[src/logic/decode_pkg.sv]
// Constants and types shared by the opcode decoder and its address former
`default_nettype none
package decode_pkg;
  localparam int OPC_W  = 8;
  localparam int NIB_W  = 4;
  localparam int ADDR_W = 16;
  localparam int CYC_W  = 4;
  localparam int LEN_W  = 2;
  localparam int BIT_W  = 3;

  localparam logic [OPC_W-1:0] BYTE_ZERO = 8'h00;

  // Opcodes with their own behaviour
  localparam logic [OPC_W-1:0] OPC_COPY_INDEX_TO_ACC = 8'h9F;
  localparam logic [OPC_W-1:0] OPC_WAIT_CLOCK        = 8'h8F;
  localparam logic [OPC_W-1:0] OPC_HALT_OSC          = 8'h8E;
  localparam logic [OPC_W-1:0] OPC_RETURN_FROM_TRAP  = 8'h80;
  localparam logic [OPC_W-1:0] OPC_RETURN_SUB        = 8'h81;
  localparam logic [OPC_W-1:0] OPC_SOFT_TRAP         = 8'h83;
  localparam logic [OPC_W-1:0] OPC_PRODUCT           = 8'h42;
  localparam logic [OPC_W-1:0] OPC_BRANCH_TO_SUB     = 8'hAD;

  // Upper nibbles: group and addressing mode
  localparam logic [NIB_W-1:0] NIB_BIT_BRANCH = 4'h0;
  localparam logic [NIB_W-1:0] NIB_BIT_MODIFY = 4'h1;
  localparam logic [NIB_W-1:0] NIB_BRANCH     = 4'h2;
  localparam logic [NIB_W-1:0] NIB_RMW_DIR    = 4'h3;
  localparam logic [NIB_W-1:0] NIB_RMW_ACC    = 4'h4;
  localparam logic [NIB_W-1:0] NIB_RMW_IDX    = 4'h5;
  localparam logic [NIB_W-1:0] NIB_RMW_XB     = 4'h6;
  localparam logic [NIB_W-1:0] NIB_RMW_XP     = 4'h7;
  localparam logic [NIB_W-1:0] NIB_CTRL_STACK = 4'h8;
  localparam logic [NIB_W-1:0] NIB_CTRL_REG   = 4'h9;
  localparam logic [NIB_W-1:0] NIB_RM_LIT     = 4'hA;
  localparam logic [NIB_W-1:0] NIB_RM_DIR     = 4'hB;
  localparam logic [NIB_W-1:0] NIB_RM_LONG    = 4'hC;
  localparam logic [NIB_W-1:0] NIB_RM_XW      = 4'hD;
  localparam logic [NIB_W-1:0] NIB_RM_XB      = 4'hE;
  localparam logic [NIB_W-1:0] NIB_RM_XP      = 4'hF;

  // Lower nibbles with special effects
  localparam logic [NIB_W-1:0] LO_CPX = 4'h3;
  localparam logic [NIB_W-1:0] LO_STA = 4'h7;
  localparam logic [NIB_W-1:0] LO_CLC = 4'h8;
  localparam logic [NIB_W-1:0] LO_ADC = 4'h9;
  localparam logic [NIB_W-1:0] LO_SEC = 4'h9;
  localparam logic [NIB_W-1:0] LO_DEC = 4'hA;
  localparam logic [NIB_W-1:0] LO_CLI = 4'hA;
  localparam logic [NIB_W-1:0] LO_ADD = 4'hB;
  localparam logic [NIB_W-1:0] LO_SEI = 4'hB;
  localparam logic [NIB_W-1:0] LO_INC = 4'hC;
  localparam logic [NIB_W-1:0] LO_JMP = 4'hC;
  localparam logic [NIB_W-1:0] LO_TST = 4'hD;
  localparam logic [NIB_W-1:0] LO_JSR = 4'hD;
  localparam logic [NIB_W-1:0] LO_CLR = 4'hF;
  localparam logic [NIB_W-1:0] LO_STX = 4'hF;

  // Implemented or empty slots per lower nibble, one bit each
  localparam logic [15:0] RMW_HOLES   = 16'h4826;
  localparam logic [15:0] LIT_HOLES   = 16'h9080;
  localparam logic [15:0] STACK_USED  = 16'hC00B;
  localparam logic [15:0] REG_USED    = 16'hBF80;

  // Instruction lengths in bytes
  localparam logic [LEN_W-1:0] LEN_ONE   = 2'h1;
  localparam logic [LEN_W-1:0] LEN_TWO   = 2'h2;
  localparam logic [LEN_W-1:0] LEN_THREE = 2'h3;

  // Cycle counts
  localparam logic [CYC_W-1:0] CYC_ZERO        = 4'h0;
  localparam logic [CYC_W-1:0] CYC_ONE         = 4'h1;
  localparam logic [CYC_W-1:0] CYC_JSR_EXTRA   = 4'h2;
  localparam logic [CYC_W-1:0] CYC_SHORT       = 4'h2;
  localparam logic [CYC_W-1:0] CYC_BIT_OP      = 4'h5;
  localparam logic [CYC_W-1:0] CYC_REL         = 4'h3;
  localparam logic [CYC_W-1:0] CYC_RMW_DIR     = 4'h5;
  localparam logic [CYC_W-1:0] CYC_RMW_REG     = 4'h3;
  localparam logic [CYC_W-1:0] CYC_RMW_XB      = 4'h6;
  localparam logic [CYC_W-1:0] CYC_RMW_XP      = 4'h5;
  localparam logic [CYC_W-1:0] CYC_PRODUCT     = 4'hB;
  localparam logic [CYC_W-1:0] CYC_RETURN_TRAP = 4'h9;
  localparam logic [CYC_W-1:0] CYC_RETURN_SUB  = 4'h6;
  localparam logic [CYC_W-1:0] CYC_SOFT_TRAP   = 4'hA;
  localparam logic [CYC_W-1:0] CYC_BRANCH_SUB  = 4'h6;
  localparam logic [CYC_W-1:0] CYC_RM_LIT      = 4'h2;
  localparam logic [CYC_W-1:0] CYC_RM_DIR      = 4'h3;
  localparam logic [CYC_W-1:0] CYC_RM_LONG     = 4'h4;
  localparam logic [CYC_W-1:0] CYC_RM_XW       = 4'h5;
  localparam logic [CYC_W-1:0] CYC_RM_XB       = 4'h4;
  localparam logic [CYC_W-1:0] CYC_RM_XP       = 4'h3;

  typedef enum logic [2:0] {
    NO_OPERAND_MODE        = 3'b000,
    LITERAL_OPERAND_MODE   = 3'b001,
    DIRECT_MODE            = 3'b010,
    LONG_ABSOLUTE_MODE     = 3'b011,
    INDEX_WORD_OFFSET_MODE = 3'b100,
    INDEX_BYTE_OFFSET_MODE = 3'b101,
    INDEX_PLAIN_MODE       = 3'b110,
    RELATIVE_MODE          = 3'b111
  } mode_t;

  typedef enum logic [2:0] {
    GRP_BIT_BRANCH = 3'b000,
    GRP_BIT_MODIFY = 3'b001,
    GRP_BRANCH     = 3'b010,
    GRP_RMW        = 3'b011,
    GRP_CONTROL    = 3'b100,
    GRP_REG_MEM    = 3'b101
  } group_t;

  // Flags of the flag_register that an instruction may change
  typedef struct packed {
    logic h;
    logic i;
    logic n;
    logic z;
    logic c;
  } flag_fx_t;

  typedef struct packed {
    logic             valid;
    logic             unimpl;
    group_t           group;
    mode_t            mode;
    logic [NIB_W-1:0] op;
    logic [BIT_W-1:0] bit_num;
    logic             bit_one;
    logic [LEN_W-1:0] len;
    logic [CYC_W-1:0] cycles;
    flag_fx_t         fx;
    logic             halt_osc;
    logic             halt_clk;
    logic             copy_index_to_acc;
  } decode_t;

  function automatic logic [ADDR_W-1:0] sign_widen(
    input logic [OPC_W-1:0] b
  );
    sign_widen = {{(ADDR_W-OPC_W){b[OPC_W-1]}}, b};
  endfunction
endpackage
`default_nettype wire

[src/logic/operand_former.sv]
// Effective address and branch target former for decoded operands
`timescale 1ns/1ns
`default_nettype none
module operand_former (
  // Decoded shape
  input  wire decode_pkg::mode_t          mode_in,
  input  wire logic                       bit_branch_in,
  // Operand bytes and registers
  input  wire logic [decode_pkg::OPC_W-1:0]  first_byte_in,
  input  wire logic [decode_pkg::OPC_W-1:0]  second_byte_in,
  input  wire logic [decode_pkg::OPC_W-1:0]  index_in,
  input  wire logic [decode_pkg::ADDR_W-1:0] pc_in,
  // Results
  output logic      [decode_pkg::ADDR_W-1:0] eff_addr_out,
  output logic      [decode_pkg::ADDR_W-1:0] target_out
);
  import decode_pkg::*;

  logic [ADDR_W-1:0] word_op;
  logic [ADDR_W-1:0] index_wide;
  logic [OPC_W-1:0]  offset;

  always_comb begin
    word_op    = {first_byte_in, second_byte_in};
    index_wide = {BYTE_ZERO, index_in};
    case (mode_in)
      LONG_ABSOLUTE_MODE:     eff_addr_out = word_op;
      INDEX_WORD_OFFSET_MODE: eff_addr_out = word_op + index_wide;
      INDEX_BYTE_OFFSET_MODE:
        eff_addr_out = {BYTE_ZERO, first_byte_in} + index_wide;
      INDEX_PLAIN_MODE:       eff_addr_out = index_wide;
      DIRECT_MODE:            eff_addr_out = {BYTE_ZERO, first_byte_in};
      default:                eff_addr_out = {ADDR_W{1'b0}};
    endcase
    // Bit tests carry the offset after the direct address byte
    offset     = bit_branch_in ? second_byte_in : first_byte_in;
    target_out = pc_in + sign_widen(offset);
  end
endmodule
`default_nettype wire

[src/logic/opcode_decoder.sv]
// Opcode decoder: group, mode, length, cycles, flag effects and addresses
`timescale 1ns/1ns
`default_nettype none
module opcode_decoder (
  // Clock and reset
  input  wire logic                          sys_clk_in,
  input  wire logic                          nrst_in,
  // Instruction bytes from the fetch logic
  input  wire logic                          opcode_valid_in,
  input  wire logic [decode_pkg::OPC_W-1:0]  opcode_in,
  input  wire logic [decode_pkg::OPC_W-1:0]  first_byte_in,
  input  wire logic [decode_pkg::OPC_W-1:0]  second_byte_in,
  // Core state
  input  wire logic [decode_pkg::OPC_W-1:0]  index_in,
  input  wire logic [decode_pkg::ADDR_W-1:0] pc_next_in,
  input  wire logic                          branch_cond_in,
  // Decode results
  output decode_pkg::decode_t                decode_out,
  output logic      [decode_pkg::ADDR_W-1:0] eff_addr_out,
  output logic      [decode_pkg::ADDR_W-1:0] target_out,
  output logic                               take_branch_out
);
  import decode_pkg::*;

  decode_t           decode_reg;
  decode_t           decode_next;
  logic [ADDR_W-1:0] ea_reg;
  logic [ADDR_W-1:0] ea_next;
  logic [ADDR_W-1:0] target_reg;
  logic [ADDR_W-1:0] target_next;
  logic              take_reg;
  logic              take_next;
  logic [NIB_W-1:0]  hi;
  logic [NIB_W-1:0]  lo;

  function automatic logic [LEN_W-1:0] mode_len(input mode_t m);
    case (m)
      NO_OPERAND_MODE, INDEX_PLAIN_MODE:          mode_len = LEN_ONE;
      LONG_ABSOLUTE_MODE, INDEX_WORD_OFFSET_MODE: mode_len = LEN_THREE;
      default:                                    mode_len = LEN_TWO;
    endcase
  endfunction

  function automatic mode_t mode_of(input logic [NIB_W-1:0] n);
    case (n)
      NIB_RMW_DIR, NIB_RM_DIR: mode_of = DIRECT_MODE;
      NIB_RMW_XB, NIB_RM_XB:   mode_of = INDEX_BYTE_OFFSET_MODE;
      NIB_RMW_XP, NIB_RM_XP:   mode_of = INDEX_PLAIN_MODE;
      NIB_RM_LIT:              mode_of = LITERAL_OPERAND_MODE;
      NIB_RM_LONG:             mode_of = LONG_ABSOLUTE_MODE;
      NIB_RM_XW:               mode_of = INDEX_WORD_OFFSET_MODE;
      default:                 mode_of = NO_OPERAND_MODE;
    endcase
  endfunction

  always_comb begin
    hi                     = opcode_in[OPC_W-1:NIB_W];
    lo                     = opcode_in[NIB_W-1:0];
    decode_next            = '0;
    decode_next.valid      = opcode_valid_in;
    decode_next.op         = lo;
    decode_next.mode       = mode_of(hi);
    decode_next.len        = LEN_ONE;
    case (hi)
      NIB_BIT_BRANCH: begin
        decode_next.group   = GRP_BIT_BRANCH;
        decode_next.mode    = DIRECT_MODE;
        decode_next.bit_num = lo[NIB_W-1:1];
        decode_next.bit_one = ~lo[0];
        decode_next.len     = LEN_THREE;
        decode_next.cycles  = CYC_BIT_OP;
        decode_next.fx.c    = 1'b1;
      end
      NIB_BIT_MODIFY: begin
        decode_next.group   = GRP_BIT_MODIFY;
        decode_next.mode    = DIRECT_MODE;
        decode_next.bit_num = lo[NIB_W-1:1];
        decode_next.bit_one = ~lo[0];
        decode_next.len     = LEN_TWO;
        decode_next.cycles  = CYC_BIT_OP;
      end
      NIB_BRANCH: begin
        decode_next.group  = GRP_BRANCH;
        decode_next.mode   = RELATIVE_MODE;
        decode_next.len    = LEN_TWO;
        decode_next.cycles = CYC_REL;
      end
      NIB_RMW_DIR, NIB_RMW_ACC, NIB_RMW_IDX, NIB_RMW_XB, NIB_RMW_XP: begin
        decode_next.group = GRP_RMW;
        decode_next.len   = mode_len(decode_next.mode);
        case (hi)
          NIB_RMW_DIR: decode_next.cycles = CYC_RMW_DIR;
          NIB_RMW_XB:  decode_next.cycles = CYC_RMW_XB;
          NIB_RMW_XP:  decode_next.cycles = CYC_RMW_XP;
          default:     decode_next.cycles = CYC_RMW_REG;
        endcase
        // Only memory forms of the test save the write-back cycle
        if ((lo == LO_TST) && (decode_next.mode != NO_OPERAND_MODE)) begin
          decode_next.cycles = decode_next.cycles - CYC_ONE;
        end
        decode_next.fx.n = 1'b1;
        decode_next.fx.z = 1'b1;
        decode_next.fx.c = (lo != LO_DEC) && (lo != LO_INC)
                           && (lo != LO_TST) && (lo != LO_CLR);
        if (opcode_in == OPC_PRODUCT) begin
          decode_next.cycles = CYC_PRODUCT;
          decode_next.fx     = '{h: 1'b1, i: 1'b0, n: 1'b0, z: 1'b0,
                                 c: 1'b1};
        end else if (RMW_HOLES[lo]) begin
          decode_next.unimpl = 1'b1;
        end
      end
      NIB_CTRL_STACK: begin
        decode_next.group = GRP_CONTROL;
        case (opcode_in)
          OPC_RETURN_FROM_TRAP: begin
            decode_next.cycles = CYC_RETURN_TRAP;
            decode_next.fx     = '1;
          end
          OPC_RETURN_SUB: decode_next.cycles = CYC_RETURN_SUB;
          OPC_SOFT_TRAP: begin
            decode_next.cycles = CYC_SOFT_TRAP;
            decode_next.fx.i   = 1'b1;
          end
          OPC_HALT_OSC: begin
            decode_next.cycles   = CYC_SHORT;
            decode_next.fx.i     = 1'b1;
            decode_next.halt_osc = 1'b1;
          end
          OPC_WAIT_CLOCK: begin
            decode_next.cycles   = CYC_SHORT;
            decode_next.fx.i     = 1'b1;
            decode_next.halt_clk = 1'b1;
          end
          default: decode_next.unimpl = 1'b1;
        endcase
      end
      NIB_CTRL_REG: begin
        decode_next.group  = GRP_CONTROL;
        decode_next.cycles = CYC_SHORT;
        decode_next.fx.c   = (lo == LO_CLC) || (lo == LO_SEC);
        decode_next.fx.i   = (lo == LO_CLI) || (lo == LO_SEI);
        decode_next.copy_index_to_acc =
          (opcode_in == OPC_COPY_INDEX_TO_ACC);
        if (!REG_USED[lo]) begin
          decode_next.unimpl = 1'b1;
          decode_next.cycles = CYC_ZERO;
        end
      end
      default: begin
        decode_next.group = GRP_REG_MEM;
        decode_next.len   = mode_len(decode_next.mode);
        case (hi)
          NIB_RM_LIT:  decode_next.cycles = CYC_RM_LIT;
          NIB_RM_DIR:  decode_next.cycles = CYC_RM_DIR;
          NIB_RM_LONG: decode_next.cycles = CYC_RM_LONG;
          NIB_RM_XW:   decode_next.cycles = CYC_RM_XW;
          NIB_RM_XB:   decode_next.cycles = CYC_RM_XB;
          default:     decode_next.cycles = CYC_RM_XP;
        endcase
        if ((lo == LO_STA) || (lo == LO_STX)) begin
          decode_next.cycles = decode_next.cycles + CYC_ONE;
        end else if (lo == LO_JMP) begin
          decode_next.cycles = decode_next.cycles - CYC_ONE;
        end else if (lo == LO_JSR) begin
          decode_next.cycles = decode_next.cycles + CYC_JSR_EXTRA;
        end
        decode_next.fx.h = (lo == LO_ADC) || (lo == LO_ADD);
        decode_next.fx.n = (lo != LO_JMP) && (lo != LO_JSR);
        decode_next.fx.z = decode_next.fx.n;
        decode_next.fx.c = (lo <= LO_CPX) || decode_next.fx.h;
        if (opcode_in == OPC_BRANCH_TO_SUB) begin
          decode_next.group  = GRP_BRANCH;
          decode_next.mode   = RELATIVE_MODE;
          decode_next.len    = LEN_TWO;
          decode_next.cycles = CYC_BRANCH_SUB;
        end else if ((hi == NIB_RM_LIT) && LIT_HOLES[lo]) begin
          decode_next.unimpl = 1'b1;
          decode_next.mode   = NO_OPERAND_MODE;
        end
      end
    endcase
    // Empty slots are one inert byte, whatever row they sit in
    if (decode_next.unimpl) begin
      decode_next.fx     = '0;
      decode_next.len    = LEN_ONE;
      decode_next.cycles = CYC_ZERO;
    end
    // Bit tests and relative ops both branch only when the condition is set
    take_next = opcode_valid_in && !decode_next.unimpl
                && ((decode_next.mode == RELATIVE_MODE)
                    || (decode_next.group == GRP_BIT_BRANCH))
                && branch_cond_in;
  end

  operand_former u_former (
    .mode_in        (decode_next.mode),
    .bit_branch_in  (decode_next.group == GRP_BIT_BRANCH),
    .first_byte_in  (first_byte_in),
    .second_byte_in (second_byte_in),
    .index_in       (index_in),
    .pc_in          (pc_next_in),
    .eff_addr_out   (ea_next),
    .target_out     (target_next)
  );

  always_ff @(posedge sys_clk_in) begin
    if (!nrst_in) begin
      decode_reg <= '0;
      ea_reg     <= '0;
      target_reg <= '0;
      take_reg   <= 1'b0;
    end else begin
      decode_reg <= decode_next;
      ea_reg     <= ea_next;
      target_reg <= target_next;
      take_reg   <= take_next;
    end
  end

  assign decode_out      = decode_reg;
  assign eff_addr_out    = ea_reg;
  assign target_out      = target_reg;
  assign take_branch_out = take_reg;
endmodule
`default_nettype wire

[config.mk]
export PLATFORM = sky130hd
export DESIGN_NAME = opcode_decoder
export DESIGN_NICKNAME = d
export VERILOG_FILES = /design/src/logic/decode_pkg.sv /design/src/logic/operand_former.sv /design/src/logic/opcode_decoder.sv
export SDC_FILE = /design/constraint.sdc
export NUM_CORES = 1
export LEC_CHECK = 0
export ABC_CLOCK_PERIOD_IN_PS = 4000
export BUFFER_PORTS_ARGS = -buffer_cell sky130_fd_sc_hd__buf_2
export CAP_MARGIN = 20
export CORE_ASPECT_RATIO = 0.7
export CORE_MARGIN = 2
export CORE_UTILIZATION = 55
export DETAILED_ROUTE_END_ITERATION = 16
export GPL_ROUTABILITY_DRIVEN = 0
export PLACE_DENSITY = 0.84
export SLEW_MARGIN = 20
export SYNTH_ARGS = -nofsm -noshare
export SYNTH_HDL_FRONTEND = slang
export SYNTH_HIERARCHICAL = 1
export SYNTH_SLANG_ARGS = --single-unit
export TNS_END_PERCENT = 30
[constraint.sdc]
create_clock -name sys_clk_in -period 4 [get_ports sys_clk_in]
set_input_delay 0.4 -clock sys_clk_in [delete_from_list [all_inputs] [get_ports sys_clk_in]]
set_output_delay 0.4 -clock sys_clk_in [all_outputs]
set_load 0.03 [all_outputs]
==> results.cfg <==
[synth]
synth_common_cells = dfxtp_1 (62), nand2_1 (47), and2_1 (46), ha_1 (46), o21ai_0 (42)
synth_cells = 601
synth.most_common_cell = dfxtp_1
yosys_warnings = 6
yosysSeqAreaShare_pct = 25.0
synth_seq_cells = 62
yosys_most_used_dff = dfxtp_1
synth.distinct_cells = 80
synth-edff-count = 0
syn_area_mm2 = 0.00497
synthTopCellsByArea = dfxtp_1 (25%), ha_1 (12%), and2_1 (5.8%)
synth-async-reset-ratio_pct = 0
yosysTopAreaCellShare_pct = 25.0
syn-num-nets = 702
synth.avg_cell_area_um2 = 8.26
synth_area_leader_cell = dfxtp_1

[global_route]
antenna_found_initial = 0
grt_pass1_wl_um = 23100
track_usage_pct = 28.7
grt_overflow = 0
grt_pass1_vias = 4733
grt_max_degree = 52

[route]
via_count = 5111
drcViolationCount = 0
totalWireLength_um = 14500
viasPerCell = 6.11
dr.pass1.iters = 5
wire_per_inst_um = 17.4
drtAntennaViolNets = 0
drtIter0Drc = 586

[cts]
hold_buffers = 0
cts-htree-levels = 3
cts_tree = done
clock_sinks = 62
cts_buffer_depth = 2
post_cts_resized = 0
cts_buffers = 9
clockRootBuffer = clkbuf_16
postCtsSetupBuffers = 0
clk_pin_slew_worst_paths_ns = 0.06

[final_layout]
final_cells = 836
diodes = 0
nets = 812
drive_above_1_share_pct = 24.7
syn_to_final_growth_pct = 19.1

[worst_setup_path]
worst_setup_path_end_kind = flop
crit_arrival_ns = 3.71
startpoint_type = input pin
critical_path_class = input pin to flop
critPathMaxFanout = 7
required_ns = 4.23

[power]
leakage_nw = 2.78
vdd_drop_max_mv = 0.263
powerDensity_mw_per_mm2 = 369

[die]
ioPinCount = 115
start_util_pct = 57.6
die_h_um = 83.5
core_area_mm2 = 0.00862
dieArea_mm2 = 0.00982
dieWidth_um = 118
rows = 28

[timing]
worst_slew_pin_slew_ns = 0.795
hold_violations = 0
max_freq_mhz = 287
maxSlewHeadroom_pct = 47.0
setup_tns_ns = 0
finalCriticalPeriod_ns = 3.48
maxSlewViolCount = 0
grt_setup_unrepaired = no
post-route-period-util_pct = 87.0
setup_viol = 0

[placed_design]
dp_cells = 820
dpl.hpwl_um = 10800
numPortBuffers = 114

[min_path]
hold_class = input pin to flop

[job]
drv_cap = 0

[outcome]
outcome = completed
-- state kept, by name, summed over array words and instances (netlist names) --
register and count:
decode_out 29, take_branch_out 1, eff_addr_out 16, target_out 16
-- through the flow --
| stage | cell area (um^2) | util [%] | setup slack (ns) | hold WS [ns] | power (W) |
|---|---|---|---|---|---|
| final | 5910 | 68.6 | 0.519 | 0.330 | 0.00218 |
| after global routing | 5910 | 68.6 | 0.223 | 0.337 | 0.00228 |
| after CTS | 5910 | 68.6 | 0.549 | 0.320 | 0.00218 |
| after detailed placement | 5640 | 65.4 | 0.204 | 0.672 | 0.00145 |
| after global placement | 5640 | 65.4 | 0.299 | 0.663 | 0.00142 |
| after floorplan | 4970 | - | 0.412 | 0.522 | 0.00124 |
-- layout by cell type (no fill, tap or decap), types with 15 or more instances in the layout --
master / instances
nor2_1: 34
dfxtp_1: 62
inv_1: 26
buf_2: 114
and2_1: 46
nand2_1: 47
ha_1: 46
nand2b_1: 15
o21ai_0: 41
a21oi_1: 33
-- worst max-delay path, cell delays in order --
cell and delay, ns:
buf_2 0.15, inv_1 0.12, ha_1 0.23, nor2_1 0.14, nand4b_1 0.17, inv_1 0.23
mux2_2 0.36, ha_1 0.22, fa_1 0.45, a211oi_2 0.20, nor2_1 0.12, a221oi_2 0.35
o21ai_2 0.12, o31ai_2 0.21, xnor2_1 0.08, and2_1 0.15
-- final timing paths --
path	from	endpoint	slack [ns]	cells past startpoint
setup / recovery	opcode_in[4]	target_out[14]	0.52	16
hold / removal	opcode_in[0]	decode_out[18]	0.33	2
-- final cells by class --
class                      instances  area (um^2)
multi-input combinational        483         3470
fill                             689         2710
tap                              120          150
inverter                          27          101
clock buffer                       9          225
timing repair buffer             128          676
clock inverter                     7         48.8
sequential                        62         1240
-- logic make-up after synthesis --
logic type      after synthesis  synth area share (%)
buf+inv                      56                  5.11
xor+xnor                     21                  3.70
flops                        62                  25.0
fa+ha+maj                    49                  12.8
mux                          21                  4.76
compound gates              184                  25.9
simple gates                208                  22.7
-- power by group --
part	switching (W)	total [W]	internal (W)	leakage (nW)
Combinational	0.000482	0.000767	0.000285	2.13
Sequential	0.0000144	0.000689	0.000675	0.512
Clock	0.000303	0.000723	0.000421	0.136
-- layer usage --
metal	share of wire, %	wire length, um	global-route usage, %
met1	44	6370	39.2
met2	43	6250	42.8
met3	11	1580	7.72
met4	2.1	311	11.9
met5	0	0	0
No activity file was read; power rests on OpenSTA's default activity.
